$ cat config.mk
export PLATFORM = sky130hd
export DESIGN_NAME = pld_powerdown_reset_control
export DESIGN_NICKNAME = d
export VERILOG_FILES = /design/src/pld_pkg.sv /design/src/pin_keeper.sv /design/src/pld_powerdown_reset_control.sv /design/src/powerup_window.sv
export SDC_FILE = /design/constraint.sdc
export NUM_CORES = 1
export LEC_CHECK = 0
export BUFFER_PORTS_ARGS = -buffer_cell sky130_fd_sc_hd__buf_2
export CORE_ASPECT_RATIO = 1.25
export CORE_UTILIZATION = 54
export DETAILED_ROUTE_END_ITERATION = 6
export GPL_TIMING_DRIVEN = 1
export PLACE_DENSITY_LB_ADDON = 0.1
export RECOVER_POWER = 25
export SLEW_MARGIN = 25
export SYNTH_ARGS = -nofsm -noshare
export SYNTH_HDL_FRONTEND = slang
export SYNTH_SLANG_ARGS = --single-unit
$ cat constraint.sdc
create_clock -name MCLK_IN -period 5.1 [get_ports MCLK_IN]
set_input_delay 1.02 -clock MCLK_IN [delete_from_list [all_inputs] [get_ports MCLK_IN]]
set_output_delay 1.02 -clock MCLK_IN [all_outputs]
set_load 0.1 [all_outputs]
$ cat src/pld_pkg.sv
package pld_pkg;

  // ---------------------------------------------------------------
  // Array sizes
  // ---------------------------------------------------------------
  localparam int MC_N       = 10;
  localparam int IN_N       = 12;
  localparam int SHARED_IDX = 3;
  localparam int ADDR_W     = 8;

  // ---------------------------------------------------------------
  // Register map
  // ---------------------------------------------------------------
  localparam logic [ADDR_W-1:0] CTRL_OFS    = 8'h00;
  localparam logic [ADDR_W-1:0] POL_OFS     = 8'h04;
  localparam logic [ADDR_W-1:0] PRELOAD_OFS = 8'h08;
  localparam logic [ADDR_W-1:0] STATUS_OFS  = 8'h0C;
  localparam logic [ADDR_W-1:0] SIG_LO_OFS  = 8'h10;
  localparam logic [ADDR_W-1:0] SIG_HI_OFS  = 8'h14;

  localparam int CTRL_PD_EN_BIT  = 0;
  localparam int CTRL_SECURE_BIT = 1;
  localparam int STAT_PD_BIT     = 0;
  localparam int STAT_WIN_BIT    = 1;
  localparam int STAT_SEC_BIT    = 2;
  localparam int STAT_MC_LSB     = 16;

  localparam logic [MC_N-1:0] POL_RESET = 10'h000;
  localparam logic [63:0]     SIG_RESET = 64'h0000_0000_0000_0000;

  localparam logic [1:0] RESP_OKAY   = 2'h0;
  localparam logic [1:0] RESP_SLVERR = 2'h2;

  // ---------------------------------------------------------------
  // Timing
  // ---------------------------------------------------------------
  localparam int CLK_PERIOD_NS   = 4;
  localparam int RESET_WINDOW_NS = 1000;
  localparam int RESET_WINDOW_CYC =
    (RESET_WINDOW_NS + CLK_PERIOD_NS - 1) / CLK_PERIOD_NS;

endpackage

$ cat src/pin_keeper.sv
module pin_keeper #(
  parameter int W = 12
) (
  // Clock and reset
  input  wire logic         clk_in,
  input  wire logic         rst_in,
  // Pin side
  input  wire logic [W-1:0] pin_in,
  input  wire logic [W-1:0] driven_in,
  input  wire logic [W-1:0] own_oe_in,
  input  wire logic [W-1:0] own_val_in,
  // Held level
  output logic      [W-1:0] level_out
);

  // ---------------------------------------------------------------
  // Weak hold per pin: runs on during power-down; only reset stops it and clears it to 0
  // ---------------------------------------------------------------
  for (genvar i = 0; i < W; i++) begin : g_keep
    always_ff @(posedge clk_in) begin
      if (rst_in) begin
        level_out[i] <= 1'b0;
      end else if (driven_in[i]) begin
        level_out[i] <= pin_in[i];
      end else if (own_oe_in[i]) begin
        level_out[i] <= own_val_in[i];
      end
    end

  end
endmodule

$ cat src/pld_powerdown_reset_control.sv
module pld_powerdown_reset_control
  import pld_pkg::*;
#(
  parameter int RST_CYC = RESET_WINDOW_CYC
) (
  // Clock and reset
  input  wire logic              MCLK_IN,
  input  wire logic              RST_IN,
  // AXI4-Lite write
  input  wire logic [ADDR_W-1:0] AXI_AWADDR_IN,
  input  wire logic              AXI_AWVALID_IN,
  output logic                   AXI_AWREADY_OUT,
  input  wire logic [31:0]       AXI_WDATA_IN,
  input  wire logic [3:0]        AXI_WSTRB_IN,
  input  wire logic              AXI_WVALID_IN,
  output logic                   AXI_WREADY_OUT,
  output logic [1:0]             AXI_BRESP_OUT,
  output logic                   AXI_BVALID_OUT,
  input  wire logic              AXI_BREADY_IN,
  // AXI4-Lite read
  input  wire logic [ADDR_W-1:0] AXI_ARADDR_IN,
  input  wire logic              AXI_ARVALID_IN,
  output logic                   AXI_ARREADY_OUT,
  output logic [31:0]            AXI_RDATA_OUT,
  output logic [1:0]             AXI_RRESP_OUT,
  output logic                   AXI_RVALID_OUT,
  input  wire logic              AXI_RREADY_IN,
  // Device pins
  input  wire logic              CLK_PIN_IN,
  input  wire logic [IN_N-1:0]   IN_PIN_IN,
  input  wire logic [IN_N-1:0]   IN_DRIVEN_IN,
  input  wire logic [MC_N-1:0]   IO_PIN_IN,
  input  wire logic [MC_N-1:0]   IO_DRIVEN_IN,
  output logic      [MC_N-1:0]   IO_OUT,
  output logic      [MC_N-1:0]   IO_OE_OUT,
  // Logic array side
  input  wire logic [MC_N-1:0]   MC_D_IN,
  input  wire logic [MC_N-1:0]   OE_TERM_IN,
  output logic [IN_N+MC_N-1:0]   ARRAY_OUT,
  output logic                   POWER_DOWN_OUT
);

  logic [MC_N-1:0]   mc_r;
  logic [MC_N-1:0]   pol_r;
  logic [63:0]       sig_r;
  logic              pd_en_r;
  logic              secure_r;
  logic              clk_pin_d_r;
  logic [IN_N-1:0]   in_level;
  logic [MC_N-1:0]   io_level;
  logic              win_busy;
  logic              pd_act;
  logic              clk_rise;
  logic [IN_N-1:0]   in_masked;
  logic              aw_full_r;
  logic              w_full_r;
  logic              aw_full_nxt;
  logic              w_full_nxt;
  logic [ADDR_W-1:0] aw_addr_r;
  logic [31:0]       w_data_r;
  logic [3:0]        w_strb_r;
  logic              wr_go;
  logic              preload_go;
  logic              wr_ok;
  logic [31:0]       rd_data;
  logic [1:0]        rd_resp;

  function automatic logic [31:0] merge(input logic [31:0] old_v, input logic [31:0] new_v,
                                        input logic [3:0] strb);
    logic [31:0] res;
    res = old_v;
    for (int b = 0; b < 4; b++) begin
      if (strb[b]) begin
        res[b*8 +: 8] = new_v[b*8 +: 8];
      end
    end
    return res;
  endfunction

  // ---------------------------------------------------------------
  // Reset window and pin keepers
  // ---------------------------------------------------------------
  powerup_window #(.CYCLES(RST_CYC)) u_win (
    .clk_in   (MCLK_IN),
    .rst_in   (RST_IN),
    .busy_out (win_busy)
  );

  // Keepers run on regardless of power-down so pins never float
  pin_keeper #(.W(IN_N)) u_in_keep (
    .clk_in     (MCLK_IN),
    .rst_in     (RST_IN),
    .pin_in     (IN_PIN_IN),
    .driven_in  (IN_DRIVEN_IN),
    .own_oe_in  ({IN_N{1'b0}}),
    .own_val_in ({IN_N{1'b0}}),
    .level_out  (in_level)
  );

  pin_keeper #(.W(MC_N)) u_io_keep (
    .clk_in     (MCLK_IN),
    .rst_in     (RST_IN),
    .pin_in     (IO_PIN_IN),
    .driven_in  (IO_DRIVEN_IN),
    .own_oe_in  (IO_OE_OUT),
    .own_val_in (IO_OUT),
    .level_out  (io_level)
  );

  // ---------------------------------------------------------------
  // Power-down and clock pin
  // ---------------------------------------------------------------
  // The shared pin is the only input still looked at in power-down
  assign pd_act   = pd_en_r & in_level[SHARED_IDX];
  // Edges inside the reset window are ignored; the board keeps it quiet
  assign clk_rise = CLK_PIN_IN & ~clk_pin_d_r & ~win_busy;

  always_comb begin
    in_masked = in_level;
    if (pd_en_r) begin
      in_masked[SHARED_IDX] = 1'b0;
    end
  end
  always_ff @(posedge MCLK_IN) begin
    if (RST_IN) begin
      clk_pin_d_r <= 1'b0;
    end else begin
      clk_pin_d_r <= CLK_PIN_IN;
    end
  end
  always_ff @(posedge MCLK_IN) begin
    if (RST_IN) begin
      POWER_DOWN_OUT <= 1'b0;
    end else begin
      POWER_DOWN_OUT <= pd_act;
    end
  end

  // ---------------------------------------------------------------
  // Macrocell registers
  // ---------------------------------------------------------------
  always_ff @(posedge MCLK_IN) begin
    if (RST_IN || win_busy) begin
      mc_r <= '0;
    end else if (pd_act) begin
      mc_r <= mc_r;
    end else if (preload_go) begin
      mc_r <= w_data_r[MC_N-1:0];
    end else if (clk_rise) begin
      mc_r <= MC_D_IN;
    end
  end

  // Pins follow one cycle behind the registers; frozen while asleep
  always_ff @(posedge MCLK_IN) begin
    if (RST_IN) begin
      IO_OUT    <= POL_RESET;
      IO_OE_OUT <= '0;
      ARRAY_OUT <= '0;
    end else if (!pd_act) begin
      IO_OUT    <= mc_r ^ pol_r;
      IO_OE_OUT <= OE_TERM_IN;
      ARRAY_OUT <= {io_level, in_masked};
    end
  end

  // ---------------------------------------------------------------
  // AXI4-Lite write path
  // ---------------------------------------------------------------
  assign wr_go       = aw_full_r & w_full_r & ~AXI_BVALID_OUT;
  assign aw_full_nxt = (AXI_AWVALID_IN & AXI_AWREADY_OUT) | (aw_full_r & ~wr_go);
  assign w_full_nxt  = (AXI_WVALID_IN & AXI_WREADY_OUT) | (w_full_r & ~wr_go);
  // Preload is refused once secured and while the device is asleep
  assign preload_go  = wr_go & (aw_addr_r == PRELOAD_OFS) & ~secure_r & ~pd_act
                       & ~win_busy;
  always_comb begin
    wr_ok = 1'b1;
    if (aw_addr_r == PRELOAD_OFS) begin
      wr_ok = ~secure_r & ~pd_act & ~win_busy;
    end else if (aw_addr_r == STATUS_OFS) begin
      wr_ok = 1'b0;
    end else if (aw_addr_r != CTRL_OFS && aw_addr_r != POL_OFS &&
                 aw_addr_r != SIG_LO_OFS && aw_addr_r != SIG_HI_OFS) begin
      wr_ok = 1'b0;
    end
  end
  always_ff @(posedge MCLK_IN) begin
    if (RST_IN) begin
      aw_full_r       <= 1'b0;
      w_full_r        <= 1'b0;
      AXI_AWREADY_OUT <= 1'b0;
      AXI_WREADY_OUT  <= 1'b0;
    end else begin
      aw_full_r       <= aw_full_nxt;
      w_full_r        <= w_full_nxt;
      AXI_AWREADY_OUT <= ~aw_full_nxt;
      AXI_WREADY_OUT  <= ~w_full_nxt;
    end
  end
  always_ff @(posedge MCLK_IN) begin
    if (AXI_AWVALID_IN && AXI_AWREADY_OUT) begin
      aw_addr_r <= AXI_AWADDR_IN;
    end
    if (AXI_WVALID_IN && AXI_WREADY_OUT) begin
      w_data_r <= AXI_WDATA_IN;
      w_strb_r <= AXI_WSTRB_IN;
    end
  end
  always_ff @(posedge MCLK_IN) begin
    if (RST_IN) begin
      AXI_BVALID_OUT <= 1'b0;
      AXI_BRESP_OUT  <= RESP_OKAY;
    end else if (wr_go) begin
      AXI_BVALID_OUT <= 1'b1;
      AXI_BRESP_OUT  <= wr_ok ? RESP_OKAY : RESP_SLVERR;
    end else if (AXI_BREADY_IN) begin
      AXI_BVALID_OUT <= 1'b0;
    end
  end
  // Configuration bits; the security bit is write-one-to-set and acts
  // on the very next request
  always_ff @(posedge MCLK_IN) begin
    if (RST_IN) begin
      pd_en_r  <= 1'b0;
      secure_r <= 1'b0;
      pol_r    <= POL_RESET;
      sig_r    <= SIG_RESET;
    end else if (wr_go) begin
      if (aw_addr_r == CTRL_OFS && w_strb_r[0]) begin
        pd_en_r  <= w_data_r[CTRL_PD_EN_BIT];
        secure_r <= secure_r | w_data_r[CTRL_SECURE_BIT];
      end else if (aw_addr_r == POL_OFS) begin
        pol_r <= MC_N'(merge({{(32-MC_N){1'b0}}, pol_r}, w_data_r, w_strb_r));
      end else if (aw_addr_r == SIG_LO_OFS) begin
        sig_r[31:0] <= merge(sig_r[31:0], w_data_r, w_strb_r);
      end else if (aw_addr_r == SIG_HI_OFS) begin
        sig_r[63:32] <= merge(sig_r[63:32], w_data_r, w_strb_r);
      end
    end
  end

  // ---------------------------------------------------------------
  // AXI4-Lite read path
  // ---------------------------------------------------------------
  always_comb begin
    rd_data = '0;
    rd_resp = RESP_OKAY;
    if (AXI_ARADDR_IN == CTRL_OFS || AXI_ARADDR_IN == POL_OFS) begin
      if (secure_r) begin
        rd_resp = RESP_SLVERR;
      end else if (AXI_ARADDR_IN == CTRL_OFS) begin
        rd_data[CTRL_PD_EN_BIT] = pd_en_r;
      end else begin
        rd_data[MC_N-1:0] = pol_r;
      end
    end else if (AXI_ARADDR_IN == STATUS_OFS) begin
      rd_data[STAT_PD_BIT]                   = pd_act;
      rd_data[STAT_WIN_BIT]                  = win_busy;
      rd_data[STAT_SEC_BIT]                  = secure_r;
      rd_data[STAT_MC_LSB +: MC_N]           = mc_r;
    end else if (AXI_ARADDR_IN == SIG_LO_OFS) begin
      rd_data = sig_r[31:0];
    end else if (AXI_ARADDR_IN == SIG_HI_OFS) begin
      rd_data = sig_r[63:32];
    end else if (AXI_ARADDR_IN != PRELOAD_OFS) begin
      rd_resp = RESP_SLVERR;
    end
  end

  always_ff @(posedge MCLK_IN) begin
    if (RST_IN) begin
      AXI_ARREADY_OUT <= 1'b0;
      AXI_RVALID_OUT  <= 1'b0;
      AXI_RDATA_OUT   <= '0;
      AXI_RRESP_OUT   <= RESP_OKAY;
    end else if (AXI_ARVALID_IN && AXI_ARREADY_OUT) begin
      AXI_ARREADY_OUT <= 1'b0;
      AXI_RVALID_OUT  <= 1'b1;
      AXI_RDATA_OUT   <= rd_data;
      AXI_RRESP_OUT   <= rd_resp;
    end else if (AXI_RVALID_OUT) begin
      AXI_ARREADY_OUT <= AXI_RREADY_IN;
      AXI_RVALID_OUT  <= ~AXI_RREADY_IN;
    end else begin
      AXI_ARREADY_OUT <= 1'b1;
    end
  end
endmodule

$ cat src/powerup_window.sv
module powerup_window #(
  parameter int CYCLES = 250
) (
  // Clock and reset
  input  wire logic clk_in,
  input  wire logic rst_in,
  // Window state
  output logic      busy_out
);

  logic [$clog2(CYCLES+1)-1:0] cnt_r;

  // ---------------------------------------------------------------
  // Count the reset window down after the supply trip releases
  // ---------------------------------------------------------------
  always_ff @(posedge clk_in) begin
    if (rst_in) begin
      cnt_r    <= ($clog2(CYCLES+1))'(CYCLES);
      busy_out <= 1'b1;
    end else if (cnt_r != '0) begin
      cnt_r    <= cnt_r - 1'b1;
      busy_out <= (cnt_r > ($clog2(CYCLES+1))'(1));
    end else begin
      busy_out <= 1'b0;
    end
  end

endmodule

=== Yosys cells after proc, flatten, opt, wreduce, memory -nomap -nowiden ===
Cells that the tools add are included.
W data, S select, Z words.

* Bits of input ports: 124
* Register bits after elaboration: 248
* Output and inout port bits: 84

* Add/subtract/negate cells: 1
* Order comparisons: 1
* Mux-type cells: 50
* Reductions and logical operators: 38
* Bitwise operators: 31
* Eq/ne operators: 13

{| class="wikitable"
|+ Operator list
! operator !! count
|-
| $mux W32 || 2
|-
| $mux W10 || 5
|-
| $eq A8 B5 Y1 const B || 4
|-
| $mux W1 || 31
|-
| $eq A8 B4 Y1 const B || 3
|-
| $reduce_and A6 Y1 || 4
|-
| $reduce_bool A2 Y1 || 12
|-
| $mux W22 || 1
|-
| $reduce_and A5 Y1 || 4
|-
| $eq A8 B3 Y1 const B || 2
|-
| $logic_not A8 Y1 || 2
|-
| $ne A8 B5 Y1 const B || 2
|-
| $reduce_bool A8 Y1 || 2
|-
| $and A1 B1 Y1 || 15
|-
| $mux W2 || 7
|-
| $mux W13 || 1
|-
| $not A1 Y1 || 12
|-
| $xor A10 B10 Y10 || 1
|-
| $mux W9 || 1
|-
| $gt A8 B1 Y1 const B || 1
|-
| $ne A8 B3 Y1 const B || 1
|-
| $ne A8 B4 Y1 const B || 1
|-
| $reduce_and A4 Y1 || 2
|-
| $sub A8 B1 Y8 const B || 1
|-
| 7 further kinds || 17
|}

=== Depth between registers and ports, before layout ===
* Word-level depth: 8
* Mapped depth: 6

=== Cells and area by module ===
Synthesis repeated with hierarchy kept, for this count alone.

* Cell total of the unflattened synthesis: 972
* Area total of the unflattened synthesis: 9999.6 µm²

{| class="wikitable"
|+ Modules (own cells, without submodules)
! module !! cells each !! instances !! sequential area each (µm²) !! area an instance (µm²)
|-
| pld_powerdown_reset_control || 809 || 1 || 4744.6 || 8459.4
|-
| pin_keeper at u_in_keep || 61 || 1 || 240.2 || 575.6
|-
| powerup_window || 51 || 1 || 180.2 || 484.2
|-
| pin_keeper at u_io_keep || 51 || 1 || 200.2 || 480.5
|}

=== Worst setup path after synthesis ===
Ideal clock, no wire load.

* Path type: input port to flip-flop
* Start: input AXI_ARADDR_IN[3]
* End: register AXI_RDATA_OUT[10]
* Stages: 6
* Path slack: 2.709 ns
* Buffers on the path: 2
* Arrival: 2.324 ns
* Cells stage by stage: or4b_1 -> buf_2 -> nor3_4 -> buf_6 -> a22oi_1 -> nor2_2

* Cells in the longest elaborated chain, start to end: 5
* Elaborated cells between the ends (all ways): 10
* Classes of those cells: eq/ne: 4; mux: 4; reduce/logical: 2

{| class="wikitable"
|+ Ends and longest elaborated chain
! item !! RTL line !! source
|-
| start, declared || pld_powerdown_reset_control.sv:21 || <nowiki>input wire logic [ADDR_W-1:0] AXI_ARADDR_IN,</nowiki>
|-
| $eq A8 B5 Y1 || pld_powerdown_reset_control.sv:263 || <nowiki>end else if (AXI_ARADDR_IN == SIG_HI_OFS) begin</nowiki>
|-
| $mux W32 || pld_powerdown_reset_control.sv:263 ||
|-
| $mux W32 || pld_powerdown_reset_control.sv:261 || <nowiki>end else if (AXI_ARADDR_IN == SIG_LO_OFS) begin</nowiki>
|-
| $mux W13 || pld_powerdown_reset_control.sv:256 || <nowiki>end else if (AXI_ARADDR_IN == STATUS_OFS) begin</nowiki>
|-
| $mux W22 (*) || pld_powerdown_reset_control.sv:248 || <nowiki>if (AXI_ARADDR_IN == CTRL_OFS || AXI_ARADDR_IN == POL_OFS) begin</nowiki>
|-
| end signal, assigned || pld_powerdown_reset_control.sv:279 || <nowiki>AXI_RDATA_OUT <= rd_data;</nowiki>
|-
| end, declared || pld_powerdown_reset_control.sv:24 || <nowiki>output logic [31:0] AXI_RDATA_OUT,</nowiki>
|}

Mark *: on every way between the ends. The rest lies on a longest branch, timed or not.
A chain may end at the register's enable or synchronous reset.

=== Worst setup path after layout ===
* Start: input AXI_ARADDR_IN[3]
* End: register AXI_RDATA_OUT[4]

* Cells in the longest elaborated chain, start to end: 5
* Elaborated cells between the ends (all ways): 12
* Classes of those cells: eq/ne: 4; mux: 6; reduce/logical: 2

{| class="wikitable"
|+ Ends and longest elaborated chain
! item !! RTL line
|-
| $eq A8 B5 Y1 || pld_powerdown_reset_control.sv:263
|-
| $mux W32 || pld_powerdown_reset_control.sv:263
|-
| $mux W32 || pld_powerdown_reset_control.sv:261
|-
| $mux W13 || pld_powerdown_reset_control.sv:256
|-
| $mux W10 (*) || pld_powerdown_reset_control.sv:248
|}

Marks and branches as above.

==> out/qor.txt <==
status - complete, but fails checks
violated checks - max-capacitance violations, max-slew violations
Area contributors post-synth - dfxtp_1, edfxtp_1, mux2i_1
Worst Hold Launch - ARRAY_OUT[11]
TritonCTS clock tree - done
WL per Instance - 16.24 um
num rows - 54
Gate power share - 0.075
first-pass GRT wire length - 34140 um
Mapped Area - 9599 sq um
Total GRT Usage - 0.2384
Clock Path Buffers - 3
RePlAce Congestion - 0.8080
Final ANT Viol Nets - 0
Seq/Total Area, Yosys - 0.5589
placed cells - 1332
final count of negative-setup-slack endpoints - 0
ys flop type - dfxtp_1
sequential share of power - 0.483
max cap viols - 1
setup bufs post-CTS - 0
fraction of the cycle the final worst path needs - 0.5382
slowest stage delay, CP - 0.84 ns
Async SR Flop Fraction - 0
Slew headroom - -0.2017
Final Util - 0.6672
Clock Tree Root - clkbuf_16
Die H - 151.1 um
final hold vios - 0
CP Launch Point - AXI_ARADDR_IN[3]
arrival time worst endpoint - 3.19 ns
HP Class - flip-flop to flip-flop
pin count of the biggest net entering global routing - 113
die area - 18320 sq um
Final Skew - 0.01099 ns
Cell Pwr Density - 366.8 nW/um^2
Worst setup EP type - flip-flop
Die X - 121.3 um
Int Power - 3.254 mW
starting DRC count in detailed routing - 444
initial antenna violation count - 0
Slew @ Worst Pin - 1.798 ns
IO Pins - 208
Post-synth EDFFs - 44
Clk Latency, worst-skew pair - 0.52 ns
n_diodes - 0
TritonCTS Buffers - 24
Synth Instances - 947
pins over their slew limit - 54
Starting Density - 0.5507
crit start category - primary input
CP cell instances - buf_2 > or4b_1 > nor3_4 > a22oi_1 > a21oi_1
count of buffers from port buffering - 205
min Tclk post-route - 2.745 ns
drt drc - 0
setup TNS - 0 ns
Setup CP Type - primary input to flip-flop
hold buffers post-CTS - 0
Routed WL - 22350 um
worst r2r path cells - 4
Synth area leader - dfxtp_1
dpl hpwl - 15160 um
Max FO, Critical Path - 18
Min-Delay Path Depth - 2
unrepaired setup endpoints after global routing - false
# nets final - 1261
Final Total Pwr - 4.266 mW
Worst VDD drop - 0.2865 mV
layout cells sized above 1 - 0.2630
DR vias - 7277
WP data required - 5.55 ns
post_cts resized - 0
yosys warns - 0
vias in the first global route - 6673
CTS sink count - 246
net switching power - 1.011 mW
Switching Fraction - 0.2371
Clock power frac - 0.442
Lkg Pwr - 5.251 nW
Peak Freq - 0.3643 GHz
top-area cell type share of the netlist area - 0.4213
Clock transition at path regs - 0.06 ns
via-per-instance ratio - 5.289
slowest CP cell - or4b_1
Pre-antenna DRT Iters - 4
Avg Cell Area, Syn - 10.14 sq um
Finished Layout Cells - 1376
post-synthesis register bit count - 246
Unique masters post-synth - 50
Core Region - 17430 sq um
htree depth - 1
total gr overflow - 0
r2r startpoint - pd_en_r
Layout area overhead - 21.15%
synthesized netlist by cell type, types with 3 or more instances:
library cell and instances:
nand2b_1 3, o21bai_1 4, buf_1 3, a22oi_1 18, nor2b_1 8, nor2_1 148
mux2i_1 108, nand4_1 4, o21ai_1 3, edfxtp_1 44, a31oi_1 11, nand4_2 8
nand3b_1 5, dfxtp_1 202, and2_1 8, xnor2_1 14, clkbuf_1 40, mux2_2 20
a211oi_1 11, o22ai_1 13, a21boi_0 11, nor3_1 13, inv_1 14, nor2_2 9
a21oi_1 53, buf_2 8, nor4_1 4, nand2_1 105, o21ai_0 21, nand3_1 3
ha_1 3
worst max-delay path, delay by kind of cell:
kind	cells	cell delay [ns]
buffers and inverters	1	0.18
and+or+nand+nor	2	1.65
AOI/OAI and AO/OA	2	0.32
state kept, by name, summed over array words and instances, names as in the netlist, 4 cells and up:
register	cells
w_strb_r	4
u_io_keep.level_out	10
IO_OE_OUT	10
sig_r	64
aw_addr_r	8
u_in_keep.level_out	12
u_win.cnt_r	8
AXI_RDATA_OUT	32
w_data_r	32
ARRAY_OUT	22
mc_r	10
pol_r	10
IO_OUT	10
stage by stage:
step	worst slack, ns	hold slack [ns]	area [sq um]
floorplan	2.709	0.4357	9603
global placement	1.896	0.4309	10770
detailed placement	1.837	0.4381	10770
CTS	2.370	0.4501	11630
global route	2.238	0.4654	11630
finish	2.355	0.4480	11630
power groups by stage:
stage / Combinational (mW) / Clock [mW] / Sequential [mW]
after floorplan: 0.116 / 0 / 2.21
after global placement: 0.319 / 0 / 2.10
after detailed placement: 0.321 / 0 / 2.10
after CTS: 0.323 / 1.93 / 2.06
after global routing: 0.342 / 2.00 / 2.07
final: 0.321 / 1.88 / 2.06
layer usage:
metal  GRT usage  wire length, um  vias up
met5           0                0        -
met3     0.03614             1222       51
met2      0.4134            10710      222
li1            -                -     3660
met1      0.2950             9646     3344
met4      0.1000              768        0
kinds of logic (layout without fill, tap and decap cells):
| kind of cell | count (synthesis) | after routing | synth area share |
|---|---|---|---|
| xor gates and xnor gates | 16 | 16 | 0.01460 |
| buffers and inverters | 68 | 272 | 0.02920 |
| other | 1 | 2 | 0.0003907 |
| adders and majority gates | 3 | 3 | 0.003911 |
| muxes | 128 | 128 | 0.1361 |
| DFF | 246 | 246 | 0.5589 |
| AOI/OAI and AO/OA | 152 | 152 | 0.09698 |
| and+or+nand+nor | 333 | 333 | 0.1599 |
layout make-up:
class	instances	area (sq um)
fillers	1446	5802
clock buffers	32	745.7
repair buffers	214	1100
multi-input cells	634	3965
clock inverters	12	121.4
well taps	224	280.3
inverters	14	52.55
flip-flops and latches	246	5365
placed cells by master, fill, tap and decap left out, drive strengths merged, types with 8 or more instances in the layout:
cell    instances
edfxtp         44
nor2          157
and2            8
a31oi          11
o21ai          24
nand2         105
nor2b           8
nor3           14
o22ai          13
buf           214
inv            17
dfxtp         202
a22oi          19
clkbuf         32
xnor2          14
a211oi         11
mux2           20
a21boi         11
a21oi          53
nand4          12
mux2i         108
path summary, 6_finish.rpt:
check	slack (ns)	to
max reg2reg	2.72	AXI_RDATA_OUT[0]
min reg2reg	0.45	ARRAY_OUT[11]
max	2.36	AXI_RDATA_OUT[4]
min	0.45	ARRAY_OUT[11]
No activity file was read; power rests on OpenSTA's default activity.
